<file path="config.mk">
export PLATFORM = sky130hd
export DESIGN_NAME = mmd_decoder
export DESIGN_NICKNAME = d
export VERILOG_FILES = /design/src/rtl/mmd_pkg.sv /design/src/rtl/mmd_decoder.sv
export SDC_FILE = /design/constraint.sdc
export NUM_CORES = 1
export LEC_CHECK = 0
export BUFFER_PORTS_ARGS = -buffer_cell sky130_fd_sc_hd__buf_2
export CORE_ASPECT_RATIO = 1.2
export CORE_MARGIN = 2
export CORE_UTILIZATION = 46
export DETAILED_ROUTE_END_ITERATION = 7
export PLACE_DENSITY = 0.76
export SLEW_MARGIN = 20
export SYNTH_ARGS = -nofsm -noshare
export SYNTH_HDL_FRONTEND = slang
export SYNTH_SLANG_ARGS = --single-unit
</file>
<file path="constraint.sdc">
create_clock -name mclk -period 1 [get_ports mclk]
set_input_delay 0.05 -clock mclk [delete_from_list [all_inputs] [get_ports mclk]]
set_output_delay 0.05 -clock mclk [all_outputs]
set_load 0.01 [all_outputs]
</file>
<file path="src/rtl/mmd_pkg.sv">
/*
 Package for the memory map block decoder: address windows, block numbers,
 register offsets and state carriers. Assumes a 16-bit address bus.
*/
package mmd_pkg;
	localparam logic [15:0] MMD_IO_BASE     = 16'h1700;
	localparam logic [15:0] MMD_PAV_OFF     = 16'h1700;
	localparam logic [15:0] MMD_PADIR_OFF   = 16'h1701;
	localparam logic [15:0] MMD_PBV_OFF     = 16'h1702;
	localparam logic [15:0] MMD_PBDIR_OFF   = 16'h1703;
	localparam logic [15:0] MMD_TMR_LO      = 16'h1704;
	localparam logic [15:0] MMD_TMR_HI      = 16'h170F;
	localparam logic [15:0] MMD_URAM_LO     = 16'h1780;
	localparam logic [15:0] MMD_URAM_HI     = 16'h17BF;
	localparam logic [15:0] MMD_SRAM_LO     = 16'h17C0;
	localparam logic [15:0] MMD_SRAM_USR_HI = 16'h17EB;
	localparam logic [15:0] MMD_SRAM_HI     = 16'h17FF;
	localparam logic [15:0] MMD_VEC_NMI     = 16'h17FA;
	localparam logic [15:0] MMD_VEC_RST     = 16'h17FC;
	localparam logic [15:0] MMD_VEC_IRQ     = 16'h17FE;
	localparam logic [7:0]  MMD_PORT_RESET  = 8'h00;
	localparam int          MMD_BLK_LSB     = 10;
	localparam int          MMD_PAGE_LSB    = 8;
	localparam logic [2:0]  MMD_BLK_RAM     = 3'h0;
	localparam logic [2:0]  MMD_BLK_IO      = 3'h5;
	localparam logic [2:0]  MMD_BLK_ROM_B   = 3'h6;
	localparam logic [2:0]  MMD_BLK_ROM_A   = 3'h7;
	localparam logic [7:0]  MMD_STACK_PAGE  = 8'h01;

	typedef struct packed {
		logic [7:0] blk_sel;
		logic [4:0] page;
		logic       rom_a_cs;
		logic       rom_b_cs;
		logic       io_cs;
		logic       ram_cs;
		logic       stack_hit;
		logic       app_io_hit;
		logic       timer_cs;
		logic       vector_hit;
		logic       wr_ok;
		logic       drive_en;
	} mmd_dec_t;

	typedef struct packed {
		logic [7:0] port_a_val;
		logic [7:0] port_a_dir;
		logic [7:0] port_b_val;
		logic [7:0] port_b_dir;
	} mmd_ports_t;

	typedef struct packed {
		mmd_dec_t   dec;
		mmd_ports_t prt;
		logic [7:0] rd_data;
		logic       nmi_b;
		logic [1:0] stop_sync;
	} mmd_state_t;
endpackage

</file>
<file path="src/rtl/mmd_decoder.sv">
/*
 Memory map block decoder with the application port registers.
 Assumes the processor core drives address, data and write on mclk (the
 phase-two time base); the stop key arrives asynchronously, debounced.
*/
`timescale 1ns/1ps
`default_nettype none

// Summary of operation
// - Lowest 8192 addresses give eight exclusive selects.
// - Each block is four 256-location pages.
// - Select seven and six enable the two ROMs.
// - Select five covers chip RAM, I/O, timer.
// - Selects one to four enable no device.
// - Select zero enables on-board static RAM.
// - Page one of RAM is the stack.
// - Port registers sit at 1700 to 1703.
// - User timer window spans 1704 to 170F.
// - Vector cells at 17FA, 17FC, 17FE.
// - User RAM 1780-17BF and 17C0-17EB.
// - Stop key asserts the non-maskable interrupt.
// - Decoder makes selects for chips and RAM.
module mmd_decoder
	import mmd_pkg::*;
(
	// Clock and reset
	input  wire logic        mclk,
	input  wire logic        rst_b,
	// Processor bus
	input  wire logic [15:0] addr,
	input  wire logic [7:0]  wdata,
	input  wire logic        wr,
	input  wire logic        decoder_gate_input,
	output var  logic [7:0]  rdata,
	output var  logic        rdata_oe_b,
	// Selects
	output var  mmd_dec_t    dec,
	// Application port pins
	output var  mmd_ports_t  ports,
	// Stop key and interrupt
	input  wire logic        stop_key,
	output var  logic        nmi_b
);
	mmd_state_t st_r;
	mmd_state_t st_nxt;

	function automatic logic in_win(input logic [15:0] a, input logic [15:0] lo,
		input logic [15:0] hi);
		in_win = (a >= lo) && (a <= hi);
	endfunction

	always_comb begin
		logic [2:0] blk;
		logic       live;
		blk = addr[MMD_BLK_LSB +: 3];
		live = decoder_gate_input && (addr[15:13] == 3'h0);
		st_nxt = st_r;
		st_nxt.dec.blk_sel = live ? (8'h01 << blk) : 8'h00;
		st_nxt.dec.page = addr[MMD_PAGE_LSB +: 5];
		st_nxt.dec.rom_a_cs = live && (blk == MMD_BLK_ROM_A);
		st_nxt.dec.rom_b_cs = live && (blk == MMD_BLK_ROM_B);
		st_nxt.dec.io_cs = live && (blk == MMD_BLK_IO);
		st_nxt.dec.ram_cs = live && (blk == MMD_BLK_RAM);
		st_nxt.dec.stack_hit = live && (blk == MMD_BLK_RAM)
			&& (addr[15:8] == MMD_STACK_PAGE);
		st_nxt.dec.app_io_hit = st_nxt.dec.io_cs && in_win(addr, MMD_PAV_OFF, MMD_PBDIR_OFF);
		st_nxt.dec.timer_cs = st_nxt.dec.io_cs && in_win(addr, MMD_TMR_LO, MMD_TMR_HI);
		st_nxt.dec.vector_hit = st_nxt.dec.io_cs && in_win(addr, MMD_VEC_NMI, MMD_SRAM_HI);
		// ROM and empty blocks never accept a write
		st_nxt.dec.wr_ok = wr && (st_nxt.dec.ram_cs || st_nxt.dec.io_cs);
		// Blocks one to four stay quiet so expansion memory can own the bus
		st_nxt.dec.drive_en = !wr && (st_nxt.dec.ram_cs || st_nxt.dec.io_cs
			|| st_nxt.dec.rom_a_cs || st_nxt.dec.rom_b_cs);
		st_nxt.rd_data = 8'h00;
		if (st_nxt.dec.app_io_hit) begin
			unique case (addr[1:0])
				2'h0: st_nxt.rd_data = st_r.prt.port_a_val;
				2'h1: st_nxt.rd_data = st_r.prt.port_a_dir;
				2'h2: st_nxt.rd_data = st_r.prt.port_b_val;
				2'h3: st_nxt.rd_data = st_r.prt.port_b_dir;
			endcase
		end
		if (st_nxt.dec.app_io_hit && st_nxt.dec.wr_ok) begin
			unique case (addr[1:0])
				2'h0: st_nxt.prt.port_a_val = wdata;
				2'h1: st_nxt.prt.port_a_dir = wdata;
				2'h2: st_nxt.prt.port_b_val = wdata;
				2'h3: st_nxt.prt.port_b_dir = wdata;
			endcase
		end
		st_nxt.stop_sync = {st_r.stop_sync[0], stop_key};
		st_nxt.nmi_b = !st_r.stop_sync[1];
	end

	always_ff @(posedge mclk or negedge rst_b) begin
		if (!rst_b) begin
			st_r <= '0;
			st_r.nmi_b <= 1'b1;
		end else begin
			st_r <= st_nxt;
		end
	end

	assign dec = st_r.dec;
	assign ports = st_r.prt;
	assign rdata = st_r.rd_data;
	assign rdata_oe_b = !st_r.dec.drive_en;
	assign nmi_b = st_r.nmi_b;

	one_hot_sel_a: assert property (@(posedge mclk) disable iff (!rst_b)
		$onehot0(dec.blk_sel)) else $error("block selects not exclusive");
	gate_off_a: assert property (@(posedge mclk) disable iff (!rst_b)
		(!decoder_gate_input || addr[15:13] != 3'h0) |=> dec.blk_sel == 8'h00)
		else $error("select active while decode disabled");
	rom_map_a: assert property (@(posedge mclk) disable iff (!rst_b)
		dec.rom_a_cs == dec.blk_sel[7] && dec.rom_b_cs == dec.blk_sel[6])
		else $error("rom select mismatch");
	io_map_a: assert property (@(posedge mclk) disable iff (!rst_b)
		dec.io_cs == dec.blk_sel[5]) else $error("io select mismatch");
	ram_map_a: assert property (@(posedge mclk) disable iff (!rst_b)
		dec.ram_cs == dec.blk_sel[0]) else $error("ram select mismatch");
	empty_quiet_a: assert property (@(posedge mclk) disable iff (!rst_b)
		(|dec.blk_sel[4:1]) |-> rdata_oe_b && !dec.wr_ok)
		else $error("empty block driven");
	rom_nowrite_a: assert property (@(posedge mclk) disable iff (!rst_b)
		(dec.rom_a_cs || dec.rom_b_cs) |-> !dec.wr_ok) else $error("rom accepted write");
	port_write_a: assert property (@(posedge mclk) disable iff (!rst_b)
		(decoder_gate_input && wr && addr == MMD_PAV_OFF) |=> ports.port_a_val == $past(wdata))
		else $error("port a write lost");
	timer_win_a: assert property (@(posedge mclk) disable iff (!rst_b)
		(decoder_gate_input && addr == MMD_TMR_HI) |=> dec.timer_cs)
		else $error("timer window wrong");
	vector_win_a: assert property (@(posedge mclk) disable iff (!rst_b)
		(decoder_gate_input && addr == MMD_VEC_NMI) |=> dec.vector_hit)
		else $error("vector cell missed");
	stop_nmi_a: assert property (@(posedge mclk) disable iff (!rst_b)
		stop_key [*3] |=> !nmi_b) else $error("stop key did not raise nmi");
	// User RAM of both chips lies inside block five, so its select must follow
	user_ram_a: assert property (@(posedge mclk) disable iff (!rst_b)
		(decoder_gate_input && addr >= MMD_URAM_LO && addr <= MMD_SRAM_USR_HI)
		|=> dec.io_cs && !dec.vector_hit) else $error("user ram not selected");

	rom_read_c: cover property (@(posedge mclk) dec.rom_a_cs && !rdata_oe_b);
	port_wr_c: cover property (@(posedge mclk) dec.app_io_hit && dec.wr_ok);
	stack_c: cover property (@(posedge mclk) dec.stack_hit);
	nmi_c: cover property (@(posedge mclk) $fell(nmi_b));
endmodule

`default_nettype wire

</file>
==> metrics list, run 1 <==
- Outcome: complete, but fails checks
- Violated checks: negative setup slack
* Pin slew with the least headroom to its limit: 0.328 ns
- The cell area that synthesis handed to floorplanning was 0.00302 sq mm.
- Startpoint types: input port
* Reg-to-reg setup timing slack: -0.15 ns
- Across all layers, the routed design uses 2,012 vias.
- Number of nets in the final layout: 368
* Clk_lat worst skew: 0.34 ns
- Ranking of synthesized cells by instance count: sky130_fd_sc_hd__buf_4 (63), sky130_fd_sc_hd__dfrtp_1 (61), sky130_fd_sc_hd__mux2_2 (30)
- 94 I/O pins were placed.
- Dpl cells: 392
* Detailed-router iteration count before antenna repair: 4
- Counting cells, the worst reg-to-reg path comes to 2.
- Worst max-slew margin expressed relative to the limit: 0.781
* Total count of max-transition violations in the final report: 0
- Placed inst area: 0.00356 sq mm
* Average wire length per cell after detail routing: 16.8 um
* Antenna Diode Count: 0
- After layout, the minimum clock period comes to 1.45 ns.
- DIE HEIGHT: 92.7 um
- Die Outline Area: 0.00723 sq mm
- The area growth from synthesis to layout is 46.6%.
* Leakage Power: 2.27 nW
* Maximum fanout count along the critical path: 5
* GRT Residual Overflow: 0
- By area the synthesized netlist is led by sky130_fd_sc_hd__dfrtp_1 (51%), sky130_fd_sc_hd__buf_4 (16%), sky130_fd_sc_hd__mux2_2 (11%), sky130_fd_sc_hd__mux4_2 (6.0%), sky130_fd_sc_hd__nor4_4 (2.1%).
- Core ar.: 0.00641 sq mm
- After clock tree synthesis, the clock-pin slew on the worst setup and hold paths is 0.06 ns.
- Max Freq: 0.691 GHz
* Setup repair after global routing missed its margin: yes
- Port Buffers: 93
* Mean instance size in the synthesized netlist: 13.2 sq um
- Hold path start: addr[13]
- Main flop type after synthesis: sky130_fd_sc_hd__dfrtp_1
- Dividing the final minimum period by the clock period gives 1.45.
- Buffers from clock root to sink, at most: 2
* Count of flip-flops with a built-in enable after synthesis: 0
* Startpoint of the worst register-to-register path: ports[23]
* Number of setup violations in the final report: 70
- The root buffer cell chosen for the clock tree is sky130_fd_sc_hd__clkbuf_8.
* H-tree depth: 3
- 1st-iter DRT viols: 62
* Crit. End Element: register
- Netlist cell types: 28
- The Yosys step of the flow raised 0 warnings.
* Global Route Usage Sum: 0.218
- TritonCTS created 9 clock buffers.
* Required time of the worst setup path: 1.21 ns
* Fraction of post-synthesis cell area in the top cell type by area: 0.506
* Sink Count: 62
- In the post-route analysis, the smallest setup slack over all paths is -0.446 ns.
- Number of core rows: 32
* Vias in the first global route: 2,230
- Counting flops and latches in the post-synthesis netlist gives 62.
- Instance count of the mapped netlist: 228
- The path with the worst hold slack has its endpoint at dec[0].
- Summed over all layers, the routed wires come to 7.19 mm.
* Initial core utilization: 0.471
- In the routed layout, each cell is associated on average with a via count of 4.70.
- Entering global routing, the biggest net connects 63 pins.
- Post-synthesis cell type with the largest combined area: sky130_fd_sc_hd__dfrtp_1
* Critical R2R Capture: rdata[7]
* Number of inserted filler cells in the final layout: 429
- Post-route cell area: 0.00443 sq mm
* Fraction of layout cells with a size suffix above 1: 0.641
- The design draws 4.85 mW.
- Type of the worst setup path: in2reg
- The tightest min-delay check is of the in2reg type.
- The clock arrives with 0.00920 ns of skew.
- Arrival @ worst endpoint: 1.66 ns
- The number of endpoints with negative hold slack in the final report is 0.
* Part of the Yosys area used for sequential elements: 0.515
* Wire length of the first global-routing pass: 11.6 mm
- Power density over the cells: 1100 mW/mm^2
- The number of antenna violations at the first check in global routing is 0.
- The count of nets left with antenna violations once routing finished came out at 0.
* Final core utilization: 0.691
* DP Wirelength: 4.46 mm
- TritonCTS built the clock tree.
- The tool flagged a number of max-cap violations equal to 0.
- The most common cell in the synthesized netlist is sky130_fd_sc_hd__buf_4.
- For this run, design rule violations remaining after detail routing come to 0.
- Gpl congestion: 0.821
- Count of placed standard cells in the final layout, fillers left out: 428
- The worst hold path was traced through 4 stages.
- Mapped Nets: 257
- From left edge to right edge, the die measures 77.9 um.
* Max rail drop VDD: 0.958 mV
- In the synthesized netlist the async set-or-reset flop fraction comes to 1.00.
==> timing repair <==
item | in CTS | in global routing
hold buffers | 15 | 0
hold endpoints to repair | 98 | 0
endpoints found under the setup margin | 75 | 75
resized for setup | 108 | 4
pin swaps | 8 | 6
cloned | 0 | 0
setup buffers | 4 | 2
==> stage by stage <==
step / worst slack (ns) / hold WS (ns) / TNS, ns
detailed placement: -0.853 / 0.0886 / -33.78
floorplan: -0.632 / -0.246 / -22.28
CTS: -0.433 / 0.000642 / -15.23
finish: -0.446 / 0.0212 / -15.76
global route: -0.499 / 0.0457 / -19.36
global placement: -0.794 / 0.0827 / -32.42
==> metal layers <==
| metal | routed length (um) | global-route usage |
|---|---|---|
| met5 | 0 | 0 |
| met4 | 97 | 0.0877 |
| met3 | 427 | 0.0575 |
| met2 | 3930 | 0.389 |
| met1 | 2730 | 0.245 |
==> how the worst max path moves through the flow <==
stage,startpoint,to,slack (ns)
after floorplan,addr[15],ports[24],-0.63
after global placement,addr[15],ports[7],-0.79
after detailed placement,addr[15],ports[19],-0.85
after CTS,addr[13],ports[22],-0.43
after global routing,addr[14],ports[20],-0.50
final,addr[14],ports[20],-0.45
==> layout make-up <==
| class | instances | area [sq um] | area share |
|---|---|---|---|
| Sequential cell | 62 | 1550 | 0.351 |
| Timing Repair Buffer | 170 | 1470 | 0.333 |
| Multi-Input combinational cell | 93 | 1110 | 0.252 |
| Clock buffer | 14 | 163 | 0.0368 |
| Tap cell | 85 | 106 | 0.0240 |
| Inverter | 3 | 11.3 | 0.00254 |
| Clock inverter | 1 | 5.00 | 0.00113 |
==> power by group <==
group | switching [mW] | internal (mW)
Clock | 0.901 | 1.02
Combinational | 0.203 | 0.188
Sequential | 0.00534 | 2.53
==> registers in the layout, indices dropped and copies added, names as in the netlist <==
register  count
dec          19
nmi_b         1
ports        32
rdata         8
st_nxt        1
st_r          1
==> logic make-up (layout without fill, tap and decap cells) <==
kind of cell,count (synthesis),in the layout,share of synthesized area
AOI/OAI and AO/OA,5,5,0.0108
xor gates and xnor gates,2,2,0.00581
buffers and inverters,73,188,0.169
DFF,62,62,0.515
muxes,40,40,0.179
and+or+nand+nor,46,46,0.121
==> placed cells by master, fill, tap and decap left out, types with 2 or more instances in the layout <==
cell type / synthesis / final
sky130_fd_sc_hd__buf_8: 0 / 2
sky130_fd_sc_hd__nand2_1: 4 / 4
sky130_fd_sc_hd__buf_6: 0 / 73
sky130_fd_sc_hd__nor4b_4: 2 / 3
sky130_fd_sc_hd__mux2_4: 0 / 32
sky130_fd_sc_hd__mux4_2: 8 / 8
sky130_fd_sc_hd__dfrtp_1: 61 / 61
sky130_fd_sc_hd__nor2_1: 9 / 9
sky130_fd_sc_hd__buf_2: 0 / 57
sky130_fd_sc_hd__nand4_4: 1 / 2
sky130_fd_sc_hd__clkbuf_8: 0 / 11
sky130_fd_sc_hd__nor2b_1: 9 / 7
sky130_fd_sc_hd__o21ai_0: 3 / 2
sky130_fd_sc_hd__inv_1: 3 / 3
sky130_fd_sc_hd__nor2b_2: 0 / 2
sky130_fd_sc_hd__clkbuf_1: 7 / 3
sky130_fd_sc_hd__nor3_1: 5 / 5
sky130_fd_sc_hd__nor4_4: 3 / 4
sky130_fd_sc_hd__dlygate4sd3_1: 0 / 15
sky130_fd_sc_hd__buf_4: 63 / 22
sky130_fd_sc_hd__nand2b_1: 6 / 6
==> critical path: stages <==
cell                      delay [ns]
sky130_fd_sc_hd__buf_8          0.11
sky130_fd_sc_hd__nor4b_4        0.35
sky130_fd_sc_hd__nand4_4        0.24
sky130_fd_sc_hd__nor4_4         0.39
sky130_fd_sc_hd__buf_4          0.21
sky130_fd_sc_hd__mux2_4         0.30
Note: power is estimated with default switching activity, not from simulation.
==> run 2: changes to the inputs <==
--- a/config.mk
+++ b/config.mk
@@ -6,10 +6,11 @@
 export NUM_CORES = 1
 export LEC_CHECK = 0
 export BUFFER_PORTS_ARGS = -buffer_cell sky130_fd_sc_hd__buf_2
-export CORE_ASPECT_RATIO = 1.2
+export CORE_ASPECT_RATIO = 2
 export CORE_MARGIN = 2
 export CORE_UTILIZATION = 46
 export DETAILED_ROUTE_END_ITERATION = 7
+export GPL_ROUTABILITY_DRIVEN = 0
 export PLACE_DENSITY = 0.76
 export SLEW_MARGIN = 20
 export SYNTH_ARGS = -nofsm -noshare
==> metrics list, run 2 (synthesis gave the netlist of run 1 again) <==
- Dpl cells: 398 (+1.5%)
* Fin crit period: 1.40 ns (-0.0435 ns)
- H-tree depth: 3 (unchanged)
- The number of cell rows came to 41 (+28%).
- Final core utilization: 0.716 (+0.0248)
* Type of the worst setup path: in2reg
* Chain of cells forming the critical path: buf_6 -> nor4_4 -> nand4_4 -> nor4b_4 -> buf_6 -> mux2_4
- Maximum fanout count along the critical path: 4 (-1)
- The maximum frequency from static timing analysis came to 0.713 GHz (+3.1%).
- Design Power: 5.71 mW (+18%)
- The initial core utilization was 0.478 (+0.00719).
- The length of the first detailed-routing pass in iterations was 4 (unchanged).
- Layout-stage area growth over the synthesis result: 49.6%
- The horizontal extent of the die came to 61.3 um (-21%).
- Setup repair after global routing could not meet its margin everywhere.
- Cell at the root of the clock tree: sky130_fd_sc_hd__clkbuf_16
- The quantity of I/O buffers inserted on ports is 93 (unchanged).
- The total track usage came to 0.212 (-0.00601).
- TritonCTS clock tree: done
- The measured slew at the worst slew-check pin is 0.317 ns (-0.0104 ns).
- The leakage power came to 2.30 nW (+1.6%).
- The worst path required time came to 1.20 ns (about the same).
- Placement-stage worst setup slack: -0.785 ns (+0.0677 ns)
- Vias in the first global route: 2,205 (-1.1%)
* Startpoint types: input port
* Fraction of layout cells with a size suffix above 1: 0.652 (+0.0105)
- Clock buffers created by TritonCTS: 9 (unchanged)
- The number of flip-flops in the largest register is 32 (unchanged).
- Number of setup violations in the final report: 53 (-24%)
- The number of maximum-capacitance violations is 0 (unchanged).
* Worst max-slew margin expressed relative to the limit: 0.787 (+0.00536)
- The area of the die was 0.00726 sq mm (+0.51%).
* Commonest cells after routing, fill and taps aside: sky130_fd_sc_hd__buf_6 (73), sky130_fd_sc_hd__dfrtp_1 (61), sky130_fd_sc_hd__buf_2 (55)
- The number of primary I/O pins is 94 (unchanged).
* GRT Residual Overflow: 0 (unchanged)
* DRC Markers: 0 (unchanged)
- The min-delay analysis places its worst path in the category in2reg.
- Max rail drop VDD: 1.07 mV (+12%)
- The wire length of the first global-routing pass is 11.0 mm (-5.1%).
- The final non-filler cell total came to 425 (-0.70%).
- For this design, the slowest cell found on the critical path is sky130_fd_sc_hd__nor4b_4.
* Maximum number of pins on one net before global-route repair: 63 (unchanged)
- The clock edge transition at the registers on the reported setup and hold paths was 0.05 ns (about the same).
- 1st-iter DRT viols: 55 (-11%)
* Hold Violations, Final: 0 (unchanged)
- Most frequent cell on the critical path: sky130_fd_sc_hd__buf_6
* Reg-to-reg setup timing slack: -0.16 ns (about the same)
- Power density over the cells: 1260 mW/mm^2 (+15%)
- Total Negative Setup Slacks: -14.98 ns (+0.786 ns)
* Crit. End Element: register
- Worst-case clock skew: 0.00526 ns (-0.00394 ns)
* DP Wirelength: 4.71 mm (+5.6%)
- Number of nets in the final layout: 364 (-1.1%)
- CP peak stage delay: 0.41 ns (+0.02 ns)
* Final Cycle Share: 1.40 (-0.0435)
- The wire length reported by the detailed router is 7.01 mm (-2.4%).
* Fin worst setup slack: -0.403 ns (+0.0435 ns)
- The buffer depth of the longest clock path came to 2 (unchanged).
- Outcome: complete, but fails checks
* Final ANT Viol Nets: 0 (unchanged)
- Number of antenna violations at the first check in global routing: 0 (unchanged)
- Most common cell after layout, fill and taps aside: sky130_fd_sc_hd__buf_6
- Violated checks: negative setup slack
- Count of vias placed by the detailed router: 2,050 (+1.9%)
- Total count of max-transition violations in the final report: 0 (unchanged)
* DIE HEIGHT: 119 um (+28%)
- Avg Vias per Cell: 4.82 (+2.6%)
- The antenna diode count came to 0 (unchanged).
* Sink Count: 62 (unchanged)
* Clk_lat worst skew: 0.33 ns (about the same)
* Average wire length per cell after detail routing: 16.5 um (-1.7%)
- The worst endpoint data arrival time came to 1.61 ns (-0.05 ns).
- The placeable core region is 0.00631 sq mm (-1.5%).
[run 2: changes by cell type in the layout (fill, tap and decap cells not counted), moves of 2 or more]
| cell | change |
|---|---|
| sky130_fd_sc_hd__clkbuf_16 | +9 |
| sky130_fd_sc_hd__buf_12 | +2 |
| sky130_fd_sc_hd__buf_2 | -2 |
| sky130_fd_sc_hd__dlygate4sd3_1 | -5 |
| sky130_fd_sc_hd__clkbuf_8 | -9 |
[run 2: path summary, 6_finish.rpt]
check	endpoint	cells after the start	from
hold reg to reg	nmi_b	1	st_r[1]
setup reg to reg	rdata[3]	2	ports[3]
hold / removal	ports[30]	2	wdata[6]
setup / recovery	ports[26]	6	addr[6]
max in group asynchronous	nmi_b	3	rst_b
min in group asynchronous	ports[6]	3	rst_b
[run 2: per-stage QoR]
step	hold slack (ns)	area (sq um)
floorplan	-0.246	3060
global placement	0.0777	3630
detailed placement	0.0824	3630
CTS	0.00937	4490
global route	0.0204	4520
finish	0.0207	4520
[run 2: per-layer routing]
| metal | up-vias | GRT usage | routed length, um |
|---|---|---|---|
| li1 | 931 | - | - |
| met1 | 1031 | 0.222 | 2380 |
| met2 | 73 | 0.372 | 4090 |
| met3 | 15 | 0.0580 | 367 |
| met4 | 0 | 0.0883 | 169 |
| met5 | - | 0 | 0 |
[run 2: report_power, final]
| group | internal [mW] | switching, mW |
|---|---|---|
| clock | 1.79 | 0.985 |
| combinational | 0.191 | 0.202 |
| sequential | 2.53 | 0.00480 |
[run 2: area by class of cell]
| type | count | area, sq um |
|---|---|---|
| fillers | 411 | 1790 |
| flip-flops and latches | 62 | 1550 |
| repair buffers | 166 | 1460 |
| multi-input cells | 93 | 1110 |
| clock buffers | 14 | 264 |
| well taps | 86 | 108 |
| inverters | 3 | 11.3 |
| clock inverters | 1 | 5.00 |
[run 2: worst max-delay path: cells and delay by family]
| family | cells | cell delay, ns |
|---|---|---|
| AND/OR/NAND/NOR | 3 | 0.97 |
| multiplexers | 1 | 0.30 |
| buffers and inverters | 2 | 0.29 |
[run 2: repair_timing]
| item | 4_1_cts | 5_1_grt |
|---|---|---|
| hold buffers | 10 | 0 |
| gates resized for setup | 109 | 11 |
| setup endpoints to repair | 75 | 77 |
| pin swaps | 2 | 5 |
| endpoints found under the hold margin | 77 | 0 |
| setup buffers | 1 | 6 |
==> run 3: changes to the inputs <==
--- a/config.mk
+++ b/config.mk
@@ -12,7 +12,8 @@
 export DETAILED_ROUTE_END_ITERATION = 7
 export GPL_ROUTABILITY_DRIVEN = 0
 export PLACE_DENSITY = 0.76
-export SLEW_MARGIN = 20
+export SETUP_SLACK_MARGIN = 0.02
+export SLEW_MARGIN = 10
 export SYNTH_ARGS = -nofsm -noshare
 export SYNTH_HDL_FRONTEND = slang
 export SYNTH_SLANG_ARGS = --single-unit
==> metrics list, run 3 (synthesis gave the netlist of run 1 again) <==
- Avg Vias per Cell: 4.85 (+0.59%)
* Wire length of the first global-routing pass: 11.0 mm (about the same)
- The peak fanout along the critical path was 3 (-1).
* Final ANT Viol Nets: 0 (unchanged)
* TritonCTS clock tree: done
- Leaving out fill and tap cells, the most frequent cell in the layout is sky130_fd_sc_hd__buf_6.
- By startpoint and endpoint, the worst setup path is classified as in2reg.
- DRC Markers: 0 (unchanged)
- The total via count after detailed routing came to 2,062 (+0.59%).
* 1st-iter DRT viols: 68 (+24%)
- The floorplan die height was 119 um (unchanged).
- The area of the die was 0.00726 sq mm (unchanged).
- Maximum number of pins on one net before global-route repair: 63 (unchanged)
- Cell type group with the largest total delay on the critical path: simple AND/OR/NAND/NOR gates
* Average wire length per cell after detail routing: 17.2 um (+4.1%)
- The count of final setup violators came to 47 (-11%).
* Power density over the cells: 1290 mW/mm^2 (+1.8%)
* GRT Residual Overflow: 0 (unchanged)
- Max Freq: 0.706 GHz (-1.0%)
- The sum of net half-perimeters after detailed placement is 4.69 mm (-0.29%).
* Setup repair after global routing missed its margin: yes
- Global Route Usage Sum: 0.212 (+0.000261)
* Initial core utilization: 0.478 (unchanged)
- The number of buffers and inverters on the critical path was 3 (+1).
- The placeable core region came to 0.00631 sq mm (unchanged).
- The leakage power came to 2.32 nW (+0.74%).
- Critical path launch point: addr[14]
* Crit-path slowest cell: sky130_fd_sc_hd__nor4b_4
- Clock buffers created by TritonCTS: 9 (unchanged)
* Placed inst area: 0.00356 sq mm (-1.7%)
- The length of the first detailed-routing pass in iterations was 4 (unchanged).
* Horizontal die dimension: 61.3 um (unchanged)
- Max rail drop VDD: 1.14 mV (+5.9%)
- The worst endpoint data arrival time came to 1.62 ns (about the same).
- Worst min-delay path category: in2reg
* Sink Count: 62 (unchanged)
- The part of the cycle the worst path needs came to 1.42 (+0.0145).
- The quantity of I/O buffers inserted on ports came to 93 (unchanged).
* Buffers from clock root to sink, at most: 2 (unchanged)
* Fraction of layout cells with a size suffix above 1: 0.676 (+0.0236)
- The placement-stage worst setup slack was -0.865 ns (-0.0802 ns).
- The delay of the slowest cell on the worst path is 0.33 ns (-0.08 ns).
- The tree is rooted in a sky130_fd_sc_hd__clkbuf_16.
- Number of core rows: 41 (unchanged)
* Crit. End Element: register
- Startpoint types: input port
* Antenna Diode Count: 0 (unchanged)
- The checks that failed: negative setup slack.
* H-tree depth: 3 (unchanged)
- The clock edge transition at the registers on the reported setup and hold paths came to 0.05 ns (about the same).
- The final count of pins violating max slew came to 0 (unchanged).
* Design Power: 5.88 mW (+3.0%)
- Vias in the first global route: 2,258 (+2.4%)
* Fin worst setup slack: -0.417 ns (-0.0145 ns)
* Pin slew with the least headroom to its limit: 0.471 ns (+0.154 ns)
* Number of antenna violations at the first check in global routing: 0 (unchanged)
- In this run the critical register-to-register path is launched from ports[25].
- The wire length reported by the detailed router was 7.30 mm (+4.1%).
- The number of primary I/O pins was 94 (unchanged).
- The final period demand of the worst path was 1.42 ns (+0.0145 ns).
* Max-cap viol count: 0 (unchanged)
* Chain of cells forming the critical path: buf_8 -> nor4b_4 -> nand4_4 -> buf_12 -> nor4_4 -> buf_4 -> mux2_4
- The worst slack on hold paths came to 0.0166 ns (-0.00415 ns).
- Commonest cells after routing, fill and taps aside: sky130_fd_sc_hd__buf_6 (77), sky130_fd_sc_hd__dfrtp_1 (61), sky130_fd_sc_hd__buf_2 (55)
- Final core utilization: 0.724 (+0.00833)
* Layout-stage area growth over the synthesis result: 51.4%
- Hold Violations, Final: 0 (unchanged)
- In this run the most critical hold path is launched from wdata[4].
- The net count of the finished layout was 363 (-0.27%).
- The run finished, with violations left.
- Required time of the worst setup path: 1.21 ns (about the same)
- Worst-case clock skew: 0.00319 ns (-0.00207 ns)
- The relative slew slack was 0.683 (-0.104).
- The later-pin clock latency in the skew report was 0.32 ns (about the same).
* Post-route cell area: 0.00457 sq mm (+1.2%)
- The number of flip-flops in the largest register was 32 (unchanged).
==> run 3: path summary, 6_finish.rpt <==
check	to	slack (ns)	cells past startpoint
worst max-delay path	ports[7]	-0.42	7
worst min-delay path	ports[20]	0.02	2
worst max register to register	rdata[1]	-0.13	2
worst min register to register	nmi_b	0.36	1
max in group asynchronous	nmi_b	0.44	3
min in group asynchronous	ports[22]	0.26	3
==> run 3: metal layers <==
layer | vias to the layer above | GRT usage | routed length [um]
li1 | 930 | - | -
met1 | 1031 | 0.212 | 2480
met2 | 79 | 0.379 | 4250
met3 | 22 | 0.0492 | 342
met4 | 0 | 0.107 | 225
met5 | - | 0 | 0
==> run 3: repair_timing <==
action,in CTS,in global routing
setup endpoints to repair,76,79
setup buffers,5,3
endpoints found under the hold margin,68,0
hold buffers,8,0
pin swaps,10,7
resized for setup,107,20
gates cloned,0,1
==> run 3: metrics by stage <==
stage,cells,setup TNS (ns)
CTS,422,-14.60
finish,425,-13.69
floorplan,228,-22.34
global route,425,-16.53
global placement,393,-32.20
detailed placement,393,-33.84
==> run 3: final cells by class <==
class	instances	area [sq um]
flip-flops and latches	62	1550
clock buffers	16	292
multi-input cells	94	1160
repair buffers	164	1440
well taps	86	108
fillers	411	1740
inverters	3	11.3
==> run 3: power breakdown <==
group / internal [mW] / switching, mW
Clock: 1.95 / 1.00
Combinational: 0.177 / 0.209
Sequential: 2.53 / 0.00501
Total: 4.66 / 1.22
